`config.mk`:
```
export PLATFORM = sky130hd
export DESIGN_NAME = odtc_top
export DESIGN_NICKNAME = d
export VERILOG_FILES = /design/src/rtl/odtc_pkg.sv /design/src/rtl/odtc_top.sv
export VERILOG_INCLUDE_DIRS = /design/src /design/src/rtl
export SDC_FILE = /design/constraint.sdc
export NUM_CORES = 1
export LEC_CHECK = 0
export BUFFER_PORTS_ARGS = -buffer_cell sky130_fd_sc_hd__buf_2
export CORE_MARGIN = 2
export CORE_UTILIZATION = 60
export CTS_CLUSTER_DIAMETER = 60
export DETAILED_ROUTE_END_ITERATION = 10
export GPL_TIMING_DRIVEN = 0
export PLACE_DENSITY = 0.8
export SLEW_MARGIN = 20
export SYNTH_ARGS = -nofsm -noshare
export SYNTH_HDL_FRONTEND = slang
export SYNTH_SLANG_ARGS = --single-unit
```
`constraint.sdc`:
```
create_clock -name clk_i -period 4.67 [get_ports clk_i]
set_clock_uncertainty 0.15 [all_clocks]
set_input_delay 0.934 -clock clk_i [delete_from_list [all_inputs] [get_ports clk_i]]
set_output_delay 0.934 -clock clk_i [all_outputs]
set_load 0.005 [all_outputs]
```
`src/rtl/odtc_consts.svh`:
```
// Constants for the termination control block: timing, counts and defaults
`ifndef ODTC_CONSTS_SVH
`define ODTC_CONSTS_SVH

// Clock period in picoseconds (25 MHz)
`define ODTC_CLK_PERIOD_PS 40000
// Asynchronous turn-on and turn-off windows in picoseconds
`define ODTC_AONPD_MIN_PS  2000
`define ODTC_AONPD_MAX_PS  8500
`define ODTC_AOFPD_MIN_PS  2000
`define ODTC_AOFPD_MAX_PS  8500
// Least time rounds up, longest rounds down, never below one cycle
`define ODTC_CYC_MIN(ps) ((((ps) + `ODTC_CLK_PERIOD_PS - 1) / `ODTC_CLK_PERIOD_PS) < 1 ? 1 : \
   (((ps) + `ODTC_CLK_PERIOD_PS - 1) / `ODTC_CLK_PERIOD_PS))
`define ODTC_CYC_MAX(ps) (((ps) / `ODTC_CLK_PERIOD_PS) < 1 ? 1 : ((ps) / `ODTC_CLK_PERIOD_PS))
// Minimum termination high times in cycles
`define ODTC_HIGH_BC4      4
`define ODTC_HIGH_BL8      6
// Default cycle counts of the surrounding timings
`define ODTC_CPDED_DEF     1
`define ODTC_XPDLL_DEF     10
`define ODTC_RFC_DEF       64
// Depth of the synchronous latency line
`define ODTC_PIPE_DEPTH    32

`endif

```
`src/rtl/odtc_pkg.sv`:
```
// Types shared by the termination control block
package odtc_pkg;

   // Decoded commands from the command decoder, same clock
   typedef struct packed {
      logic write;    // Write registered
      logic bc4;      // Write is burst chop four
      logic read;     // Read registered
      logic refresh;  // Refresh registered
   } odtc_cmd_t;

   // Termination state seen by the output stage
   typedef struct packed {
      logic rtt_on;      // Termination resistance enabled
      logic async_mode;  // Responding asynchronously in power-down
      logic transition;  // Inside an entry or exit transition period
      logic in_pd;       // Clock enable registered low
   } odtc_status_t;

   // Sticky controller misuse flags
   typedef struct packed {
      logic cmd_in_pd;   // Read or write seen during power-down
      logic short_high;  // Termination input dropped too early
   } odtc_viol_t;

endpackage

```
`src/rtl/odtc_top.sv`:
```
// Termination control with asynchronous power-down mode and transitions
// Operation
// - Frozen DLL select zero enables asynchronous timing
// - Asynchronous path ignores additive latency
// - Asynchronous turn-on between two and 8.5 ns; here one 40 ns cycle after the synchronised sample
// - Asynchronous turn-off between two and 8.5 ns; here one 40 ns cycle after the synchronised sample
// - No read or write during power-down
// - Entry period spans lead to command delay
// - Refresh in progress extends entry period
// - Turn-on inside transition bounded by both
// - Turn-off inside transition bounded by both
// - Exit period spans lead to exit delay
// - Overlap entry then exit: either response
// - Overlap exit then entry: either response
`timescale 1ns/10ps
`include "odtc_consts.svh"

module odtc_top
   import odtc_pkg::*;
#(
   parameter logic [7:0] CPDED_CYC = 8'(`ODTC_CPDED_DEF),  // Minimum command delay after entry
   parameter logic [7:0] XPDLL_CYC = 8'(`ODTC_XPDLL_DEF),  // Exit delay with DLL frozen
   parameter logic [7:0] RFC_CYC   = 8'(`ODTC_RFC_DEF)     // Refresh cycle time
) (
   input  wire  logic         clk_i,                // 25 MHz clock
   input  wire  logic         nrst_i,               // Synchronous reset, active low
   input  wire  logic         odt_pin_i,            // Termination input pin
   input  wire  logic         cke_pin_i,            // Clock enable pin
   input  wire  logic         dll_freeze_select_i,  // Mode register zero field
   input  wire  logic [4:0]   write_latency_i,      // Write latency in cycles
   input  wire  odtc_cmd_t    cmd_i,                // Decoded commands
   input  wire  logic         viol_clr_i,           // Clears misuse flags
   output odtc_status_t       status_o,             // Termination state
   output odtc_viol_t         viol_o                // Sticky misuse flags
);

   localparam int PD = `ODTC_PIPE_DEPTH;
   localparam int ON_MIN  = `ODTC_CYC_MIN(`ODTC_AONPD_MIN_PS);
   localparam int ON_MAX  = `ODTC_CYC_MAX(`ODTC_AONPD_MAX_PS);
   localparam int OFF_MIN = `ODTC_CYC_MIN(`ODTC_AOFPD_MIN_PS);
   localparam int OFF_MAX = `ODTC_CYC_MAX(`ODTC_AOFPD_MAX_PS);
   localparam logic [2:0] H4 = 3'(`ODTC_HIGH_BC4 - 1);
   localparam logic [2:0] H8 = 3'(`ODTC_HIGH_BL8 - 1);

   // Counter step toward zero
   function automatic logic [7:0] dec8(input logic [7:0] v);
      dec8 = (v != 8'h00) ? v - 8'h01 : 8'h00;
   endfunction

   // Larger of two counts
   function automatic logic [7:0] max8(input logic [7:0] a, input logic [7:0] b);
      max8 = (a > b) ? a : b;
   endfunction

   // Tap of the latency line giving a delay of lat cycles at the output, one cycle when lat is zero
   function automatic logic tap(input logic [PD-1:0] p, input logic now, input logic [4:0] lat);
      tap = (lat <= 5'h01) ? now : p[lat - 5'h02];
   endfunction

   logic          odt_m_q, odt_s_q;      // Termination input synchroniser
   logic          cke_m_q, cke_s_q;      // Clock enable synchroniser
   logic          cke_p_q, cke_p_d;      // Clock enable one cycle back
   logic [PD-1:0] pipe_q, pipe_d;        // History of sampled termination input
   logic [7:0]    entry_q, entry_d;      // Entry period cycles left
   logic [7:0]    exit_q, exit_d;        // Exit period cycles left
   logic [7:0]    rfc_q, rfc_d;          // Refresh cycles left
   logic [2:0]    hold_q, hold_d;        // Cycles before input may drop
   odtc_status_t  stat_q, stat_d;        // Registered status
   odtc_viol_t    viol_q, viol_d;        // Registered flags
   logic          freeze;                // DLL frozen in power-down
   logic          cke_fall, cke_rise;    // Registered clock enable edges
   logic          odt_rise, odt_fall;    // Sampled termination edges
   logic          async_c;               // Respond asynchronously this cycle
   logic [4:0]    lat;                   // Synchronous on and off latency

   // Pin synchronisers, two flops before any logic
   always_ff @(posedge clk_i) begin
      if (!nrst_i) begin
         odt_m_q <= 1'b0;
         odt_s_q <= 1'b0;
         cke_m_q <= 1'b0;
         cke_s_q <= 1'b0;
      end else begin
         odt_m_q <= odt_pin_i;
         odt_s_q <= odt_m_q;
         cke_m_q <= cke_pin_i;
         cke_s_q <= cke_m_q;
      end
   end

   // Next state of mode tracking, termination and checks
   always_comb begin
      freeze   = ~dll_freeze_select_i;
      cke_p_d  = cke_s_q;
      cke_fall = cke_p_q & ~cke_s_q;
      cke_rise = ~cke_p_q & cke_s_q;
      odt_rise = odt_s_q & ~pipe_q[0];
      odt_fall = ~odt_s_q & pipe_q[0];
      lat      = (write_latency_i > 5'h02) ? write_latency_i - 5'h02 : 5'h00;
      // Refresh timer runs while a refresh is in progress
      rfc_d    = cmd_i.refresh ? RFC_CYC - 8'h01 : dec8(rfc_q);
      // Entry period ends at the later of command delay and refresh end
      if (cke_fall && freeze) begin
         entry_d = max8(CPDED_CYC, rfc_q);
      end else begin
         entry_d = dec8(entry_q);
      end
      // Exit period runs for the exit delay after clock enable high
      if (cke_rise && freeze) begin
         exit_d = XPDLL_CYC;
      end else begin
         exit_d = dec8(exit_q);
      end
      // Pending line entries before entry resolve early, which the lead allows
      async_c  = freeze & (~cke_s_q | (entry_q != 8'h00) | (exit_q != 8'h00));
      // While asynchronous the whole line tracks the input, so that the return
      // to synchronous timing cannot replay a stale level and glitch termination
      if (async_c) begin
         pipe_d = {PD{odt_s_q}};
      end else begin
         pipe_d = {pipe_q[PD-2:0], odt_s_q};
      end
      // Asynchronous path uses the sampled input directly, no additive delay
      if (async_c) begin
         stat_d.rtt_on = odt_s_q;
      end else begin
         stat_d.rtt_on = tap(pipe_q, odt_s_q, lat);
      end
      stat_d.async_mode = freeze & ~cke_s_q;
      stat_d.transition = freeze & ((entry_d != 8'h00) | (exit_d != 8'h00));
      stat_d.in_pd      = ~cke_s_q;
      // Minimum high time; a BL8 write restarts the count, a BC4 write only raises it to the BC4 count
      if (odt_rise) begin
         hold_d = (cmd_i.write && cmd_i.bc4) ? H4 : (cmd_i.write ? H8 : H4);
      end else if (cmd_i.write && odt_s_q) begin
         hold_d = cmd_i.bc4 ? ((hold_q > H4) ? hold_q - 3'h1 : H4) : H8;
      end else begin
         hold_d = (hold_q != 3'h0) ? hold_q - 3'h1 : 3'h0;
      end
      // Flags are sticky and a new event wins over a clear
      viol_d.cmd_in_pd  = (viol_q.cmd_in_pd & ~viol_clr_i) |
                          (~cke_s_q & (cmd_i.read | cmd_i.write));
      viol_d.short_high = (viol_q.short_high & ~viol_clr_i) |
                          (odt_fall & (hold_q != 3'h0));
   end

   // State registers
   always_ff @(posedge clk_i) begin
      if (!nrst_i) begin
         cke_p_q <= 1'b0;
         pipe_q  <= '0;
         entry_q <= 8'h00;
         exit_q  <= 8'h00;
         rfc_q   <= 8'h00;
         hold_q  <= 3'h0;
         stat_q  <= '0;
         viol_q  <= '0;
      end else begin
         cke_p_q <= cke_p_d;
         pipe_q  <= pipe_d;
         entry_q <= entry_d;
         exit_q  <= exit_d;
         rfc_q   <= rfc_d;
         hold_q  <= hold_d;
         stat_q  <= stat_d;
         viol_q  <= viol_d;
      end
   end

   assign status_o = stat_q;
   assign viol_o   = viol_q;
endmodule // odtc_top

```
=== Word level (Yosys, flattened, before mapping) ===
Index checks and enable logic that the tools add are counted.

* Register bits after elaboration: 70
* Input port bits: 15
* Logic and storage cells: 84

* Add/subtract/negate cells: 6
* $lt $le $gt $ge: 5
* Muxes and demuxes: 20
* Bitwise logic cells: 25
* Reduce and logical (&&, ||, !) cells: 11

{| class="wikitable"
|+ Operator list
! kind !! count
|-
| $mux 8 || 5
|-
| $reduce_bool 8->1 || 5
|-
| $mux 32 || 1
|-
| $sub 8x1->8 const B || 3
|-
| $mux 3 || 7
|-
| $mux 6 || 2
|-
| $and 1x1->1 || 11
|-
| $sub 5x2->5 const B || 2
|-
| $gt 1x8->1 const A || 1
|-
| $not 1->1 || 8
|-
| $lt 5x6->1 const B || 1
|-
| $or 1x1->1 || 6
|-
| $bmux 1 s5 || 1
|-
| $gt 5x2->1 const B || 1
|-
| $le 5x1->1 const B || 1
|-
| $mux 5 || 1
|-
| $logic_and 1x1->1 || 4
|-
| $gt 3x2->1 const B || 1
|-
| $mux 1 || 3
|-
| $reduce_bool 3->1 || 1
|-
| $reduce_or 3->1 || 1
|-
| $sub 3x1->3 const B || 1
|}

=== Depth between registers and ports, before layout ===
* Depth after elaboration: 7
* Depth in mapped cells: 13
* Mapped depth without buffers: 12

=== Worst setup path before layout ===
Ideal clock, no wire load.

* Path kind: input port to flip-flop
* From: input port write_latency_i[1]
* To: register stat_q (netlist bit status_o[3])
* Setup time: 131 ps
* Data arrival time: 3583 ps
* Slack: 806 ps
* Stages: 12
* Path buffers: 2
* Cell sequence: clkbuf_1 -> inv_1 -> ha_1 -> nor3b_2 -> nor2_1 -> inv_1 -> ha_1 -> clkbuf_1 -> mux4_2 -> o21a_1 -> a211oi_1 -> o32ai_1

* Word-level cells in the longest chain between the ends: 7
* Elaborated cells on any way between the ends: 9
* Classes of those cells: add/sub (2); order compare (2); mux (5)

{| class="wikitable"
|+ Ends and longest elaborated chain
! what !! RTL line !! RTL
|-
| start, declared || odtc_top.sv:30 || <nowiki>input wire logic [4:0] write_latency_i,</nowiki>
|-
| $sub 5x2->5 or $gt 5x2->1 (tied branches) || odtc_top.sv:99 || <nowiki>lat = (write_latency_i > 5'h02) ? write_latency_i - 5'h02 : 5'h00;</nowiki>
|-
| $mux 5 * || odtc_top.sv:99 ||
|-
| $sub 5x2->5 || odtc_top.sv:57 || <nowiki>tap = (lat <= 5'h01) ? now : p[lat - 5'h02];</nowiki>
|-
| $bmux 1 s5 || odtc_top.sv:57 ||
|-
| $mux 1 (implied by the code) || odtc_top.sv:57 ||
|-
| $mux 1 * || odtc_top.sv:57 ||
|-
| $mux 1 * || odtc_top.sv:124 || <nowiki>if (async_c) begin</nowiki>
|-
| end signal, assigned || odtc_top.sv:165 || <nowiki>stat_q <= stat_d;</nowiki>
|-
| end, declared || odtc_top.sv:68 || <nowiki>odtc_status_t stat_q, stat_d;</nowiki>
|}

Mark *: on every way between the ends. The rest lies on a longest branch, timed or not. The select of a mux whose other input is x is not followed.
A chain may end at the register's enable or synchronous reset.

=== Worst setup path in the final report ===
Ends and elaborated chain as after synthesis.

==> results.cfg <==
[outcome]
status = finished clean

[yosys]
yosysTopAreaCellShare_pct = 41.6
synth_common_cells = dfxtp_1, a21oi_1, nor2_1, nand2b_1, inv_1
synth_area_leaders = dfxtp_1, a21oi_1, nand2b_1, ha_1, nor2_1
syn_inst = 387
synth_top_area_cell = dfxtp_1
async_reset_ff_share_pct = 0
synth_edf_count = 0
yosys.cell_types.count = 54
avgSynthCellArea_um2 = 8.71
yosysMostFrequentCell = dfxtp_1
ys_seq_area_share_pct = 41.6
synth_seq_cells = 70
synth_flop_cell = dfxtp_1
synth_nets = 415
yosysWarnings = 0
syn_area_um2 = 3370

[hold_path]
hp-start = cke_m_q
hold_class = register to register
holdPathEnd = cke_p_d
min_delay_path_depth = 1

[global_routing]
grt_pass1_wl_um = 11400
grt_max_degree = 12
grt_pass1_vias = 2470
antenna_found_initial = 0
gr-usage-all-layers_pct = 23.3
gr-total-overflow = 0

[floorplanning]
rows = 27
core_um2 = 5470
io_pins = 21
start_util_pct = 61.6
die_w_um = 79.0
fp.dieH_um = 79.0
die_area_um2 = 6230

[critical_path]
rr_worst_depth = 8
rrSetupSlack_ns = 2.26
worstSetupPathType = input port to register
reg2reg_to = status_o[1]
cp-start-kind = input port
worstPathRequired_ns = 4.73
worstSetupEndpointType = register
cp.arrival_ns = 4.10
r2r-start = entry_q[0]
crit_path_max_fanout = 10

[detailed_routing]
drtIter0Drc = 114
vias_per_cell = 5.60
drcViolationCount = 0
detail-route-antenna-nets = 0
firstDrtPassIters = 4
wirelength_um = 6860
vias = 2756
wl_per_cell_um = 13.9

[final_layout]
final_cell_area_um2 = 3750
drive_above_1_share_pct = 12.9
final_nets = 444
nFillCells = 448
diodes = 0
postLayoutCoreUtil_pct = 68.6
synthToLayoutAreaGrowth_pct = 11.4

[placement]
placed_area_um2 = 3550
numPortBuffers = 18
dp_hpwl_um = 4890
place_congestion = 0.888

[clock_tree]
cts_tree = yes
postCtsHoldBufs = 0
cts_buffers = 9
cts_resized = 0
clockBufferDepth = 2
post_cts_buffers = 0
clk_pin_slew_ns = 0.07
h-tree-depth = 3
clkSinkCount = 70
clock_latency_ns = 0.34
cts-root-buf = clkbuf_8

[timing]
finalMaxSlewViolations = 0
timing.slew.headroom_pct = 57.2
fmax_mhz = 248
hold_viol_final = 0
fin_setup_tns_ns = 0
period_share_pct = 86.5
tightest_slew_ns = 0.640
post-route-min-period_ns = 4.04
rsz0062_at_grt = false
holdWs_ns = 0.287
setup_viol = 0

[pwr]
power.switching_w = 0.000602
power_density_nw_per_um2 = 485
power.clock.fraction_pct = 28.0
p_leak_nw = 1.48
ir_worst_vdd_mv = 0.418
combPwrFrac_pct = 31.3
sw_frac_of_total_pct = 33.1
pwr-share-seq_pct = 40.7
intPower_w = 0.00122

[run]
cap_viol_max_count = 0
-- state kept, by name, summed over array words and instances (netlist names) --
signal,cells
exit_q,8
viol_o,2
odt_s_q,1
pipe_q,32
cke_m_q,1
status_o,4
cke_p_d,1
odt_m_q,1
entry_q,8
hold_q,3
cke_p_q,1
rfc_q,8
-- how the worst max path moves through the flow --
stage / start / endpoint / slack (ns) / depth (start not counted)
2_1_floorplan: write_latency_i[1] / status_o[3] / 0.81 / 12
3_3_place_gp: write_latency_i[1] / status_o[3] / 0.33 / 12
3_5_place_dp: write_latency_i[1] / status_o[3] / 0.32 / 12
4_1_cts: write_latency_i[1] / status_o[3] / 0.68 / 12
5_1_grt: write_latency_i[1] / status_o[3] / 0.40 / 12
6_report: write_latency_i[1] / status_o[3] / 0.63 / 12
-- layer usage --
metal	track usage, %	up-vias	part of all wire [%]
li1	-	1408	-
met1	30.0	1281	46
met2	37.8	58	49
met3	5.80	9	3.9
met4	9.31	0	0.99
met5	0	-	0
-- cell type report --
cell class / count / area [µm²] / share of cell area [%]
plain buffers: 17 / 70.1 / 1.87
clock inverters: 5 / 75.1 / 2.00
multi-input cells: 277 / 1810 / 48.3
inverters: 23 / 86.3 / 2.30
clock buffers: 10 / 128 / 3.40
well taps: 72 / 90.1 / 2.40
flip-flops and latches: 70 / 1400 / 37.3
repair buffers: 18 / 90.1 / 2.40
-- metrics by stage --
| stage | power [W] | worst slack [ns] | cells |
|---|---|---|---|
| global route | 0.00194 | 0.402 | 492 |
| global placement | 0.00129 | 0.330 | 477 |
| finish | 0.00182 | 0.630 | 492 |
| detailed placement | 0.00130 | 0.320 | 477 |
| CTS | 0.00182 | 0.685 | 492 |
| floorplan | 0.00119 | 0.806 | 387 |
-- logic make-up after synthesis --
| group | count (synthesis) | synth area share, % |
|---|---|---|
| XOR/XNOR | 14 | 3.64 |
| AO/OA/AOI/OAI | 98 | 17.6 |
| flip-flops | 70 | 41.6 |
| buffers and inverters | 40 | 4.64 |
| AND/OR/NAND/NOR | 140 | 23.3 |
| adder cells (fa/ha/maj) | 13 | 4.83 |
| multiplexers | 12 | 4.42 |
-- worst max-delay path, stage by stage --
cell,delay (ns)
clkbuf_1,0.32
inv_1,0.09
ha_1,0.29
nor3b_2,0.23
nor2_1,0.18
inv_1,0.16
ha_1,0.37
clkbuf_1,0.38
mux4_2,0.56
o21a_1,0.19
a211oi_1,0.26
o32ai_1,0.14
-- layout by cell type, fill, tap and decap left out, types with 4 or more instances in the layout --
cell type	Yosys	layout
o21ai_0	16	16
buf_2	5	23
inv_1	22	22
nand3_1	5	5
nor3_1	9	9
nand2_1	21	21
clkbuf_1	12	13
nor2_1	35	35
mux2i_1	7	7
nand2b_1	33	33
and2_1	10	10
dfxtp_1	70	70
xnor2_1	9	9
xor2_1	5	5
nand4_1	4	4
clkbuf_8	0	9
ha_1	13	13
or3_1	5	5
a21oi_1	51	51
-- power groups by stage --
stage	clock network [W]	logic, W	registers [W]
final	0.000509	0.000569	0.000742
after floorplan	0	0.000450	0.000739
after global routing	0.000546	0.000644	0.000751
after global placement	0	0.000540	0.000750
after detailed placement	0	0.000551	0.000753
after CTS	0.000519	0.000566	0.000740
Note: power is estimated with default switching activity, not from simulation.
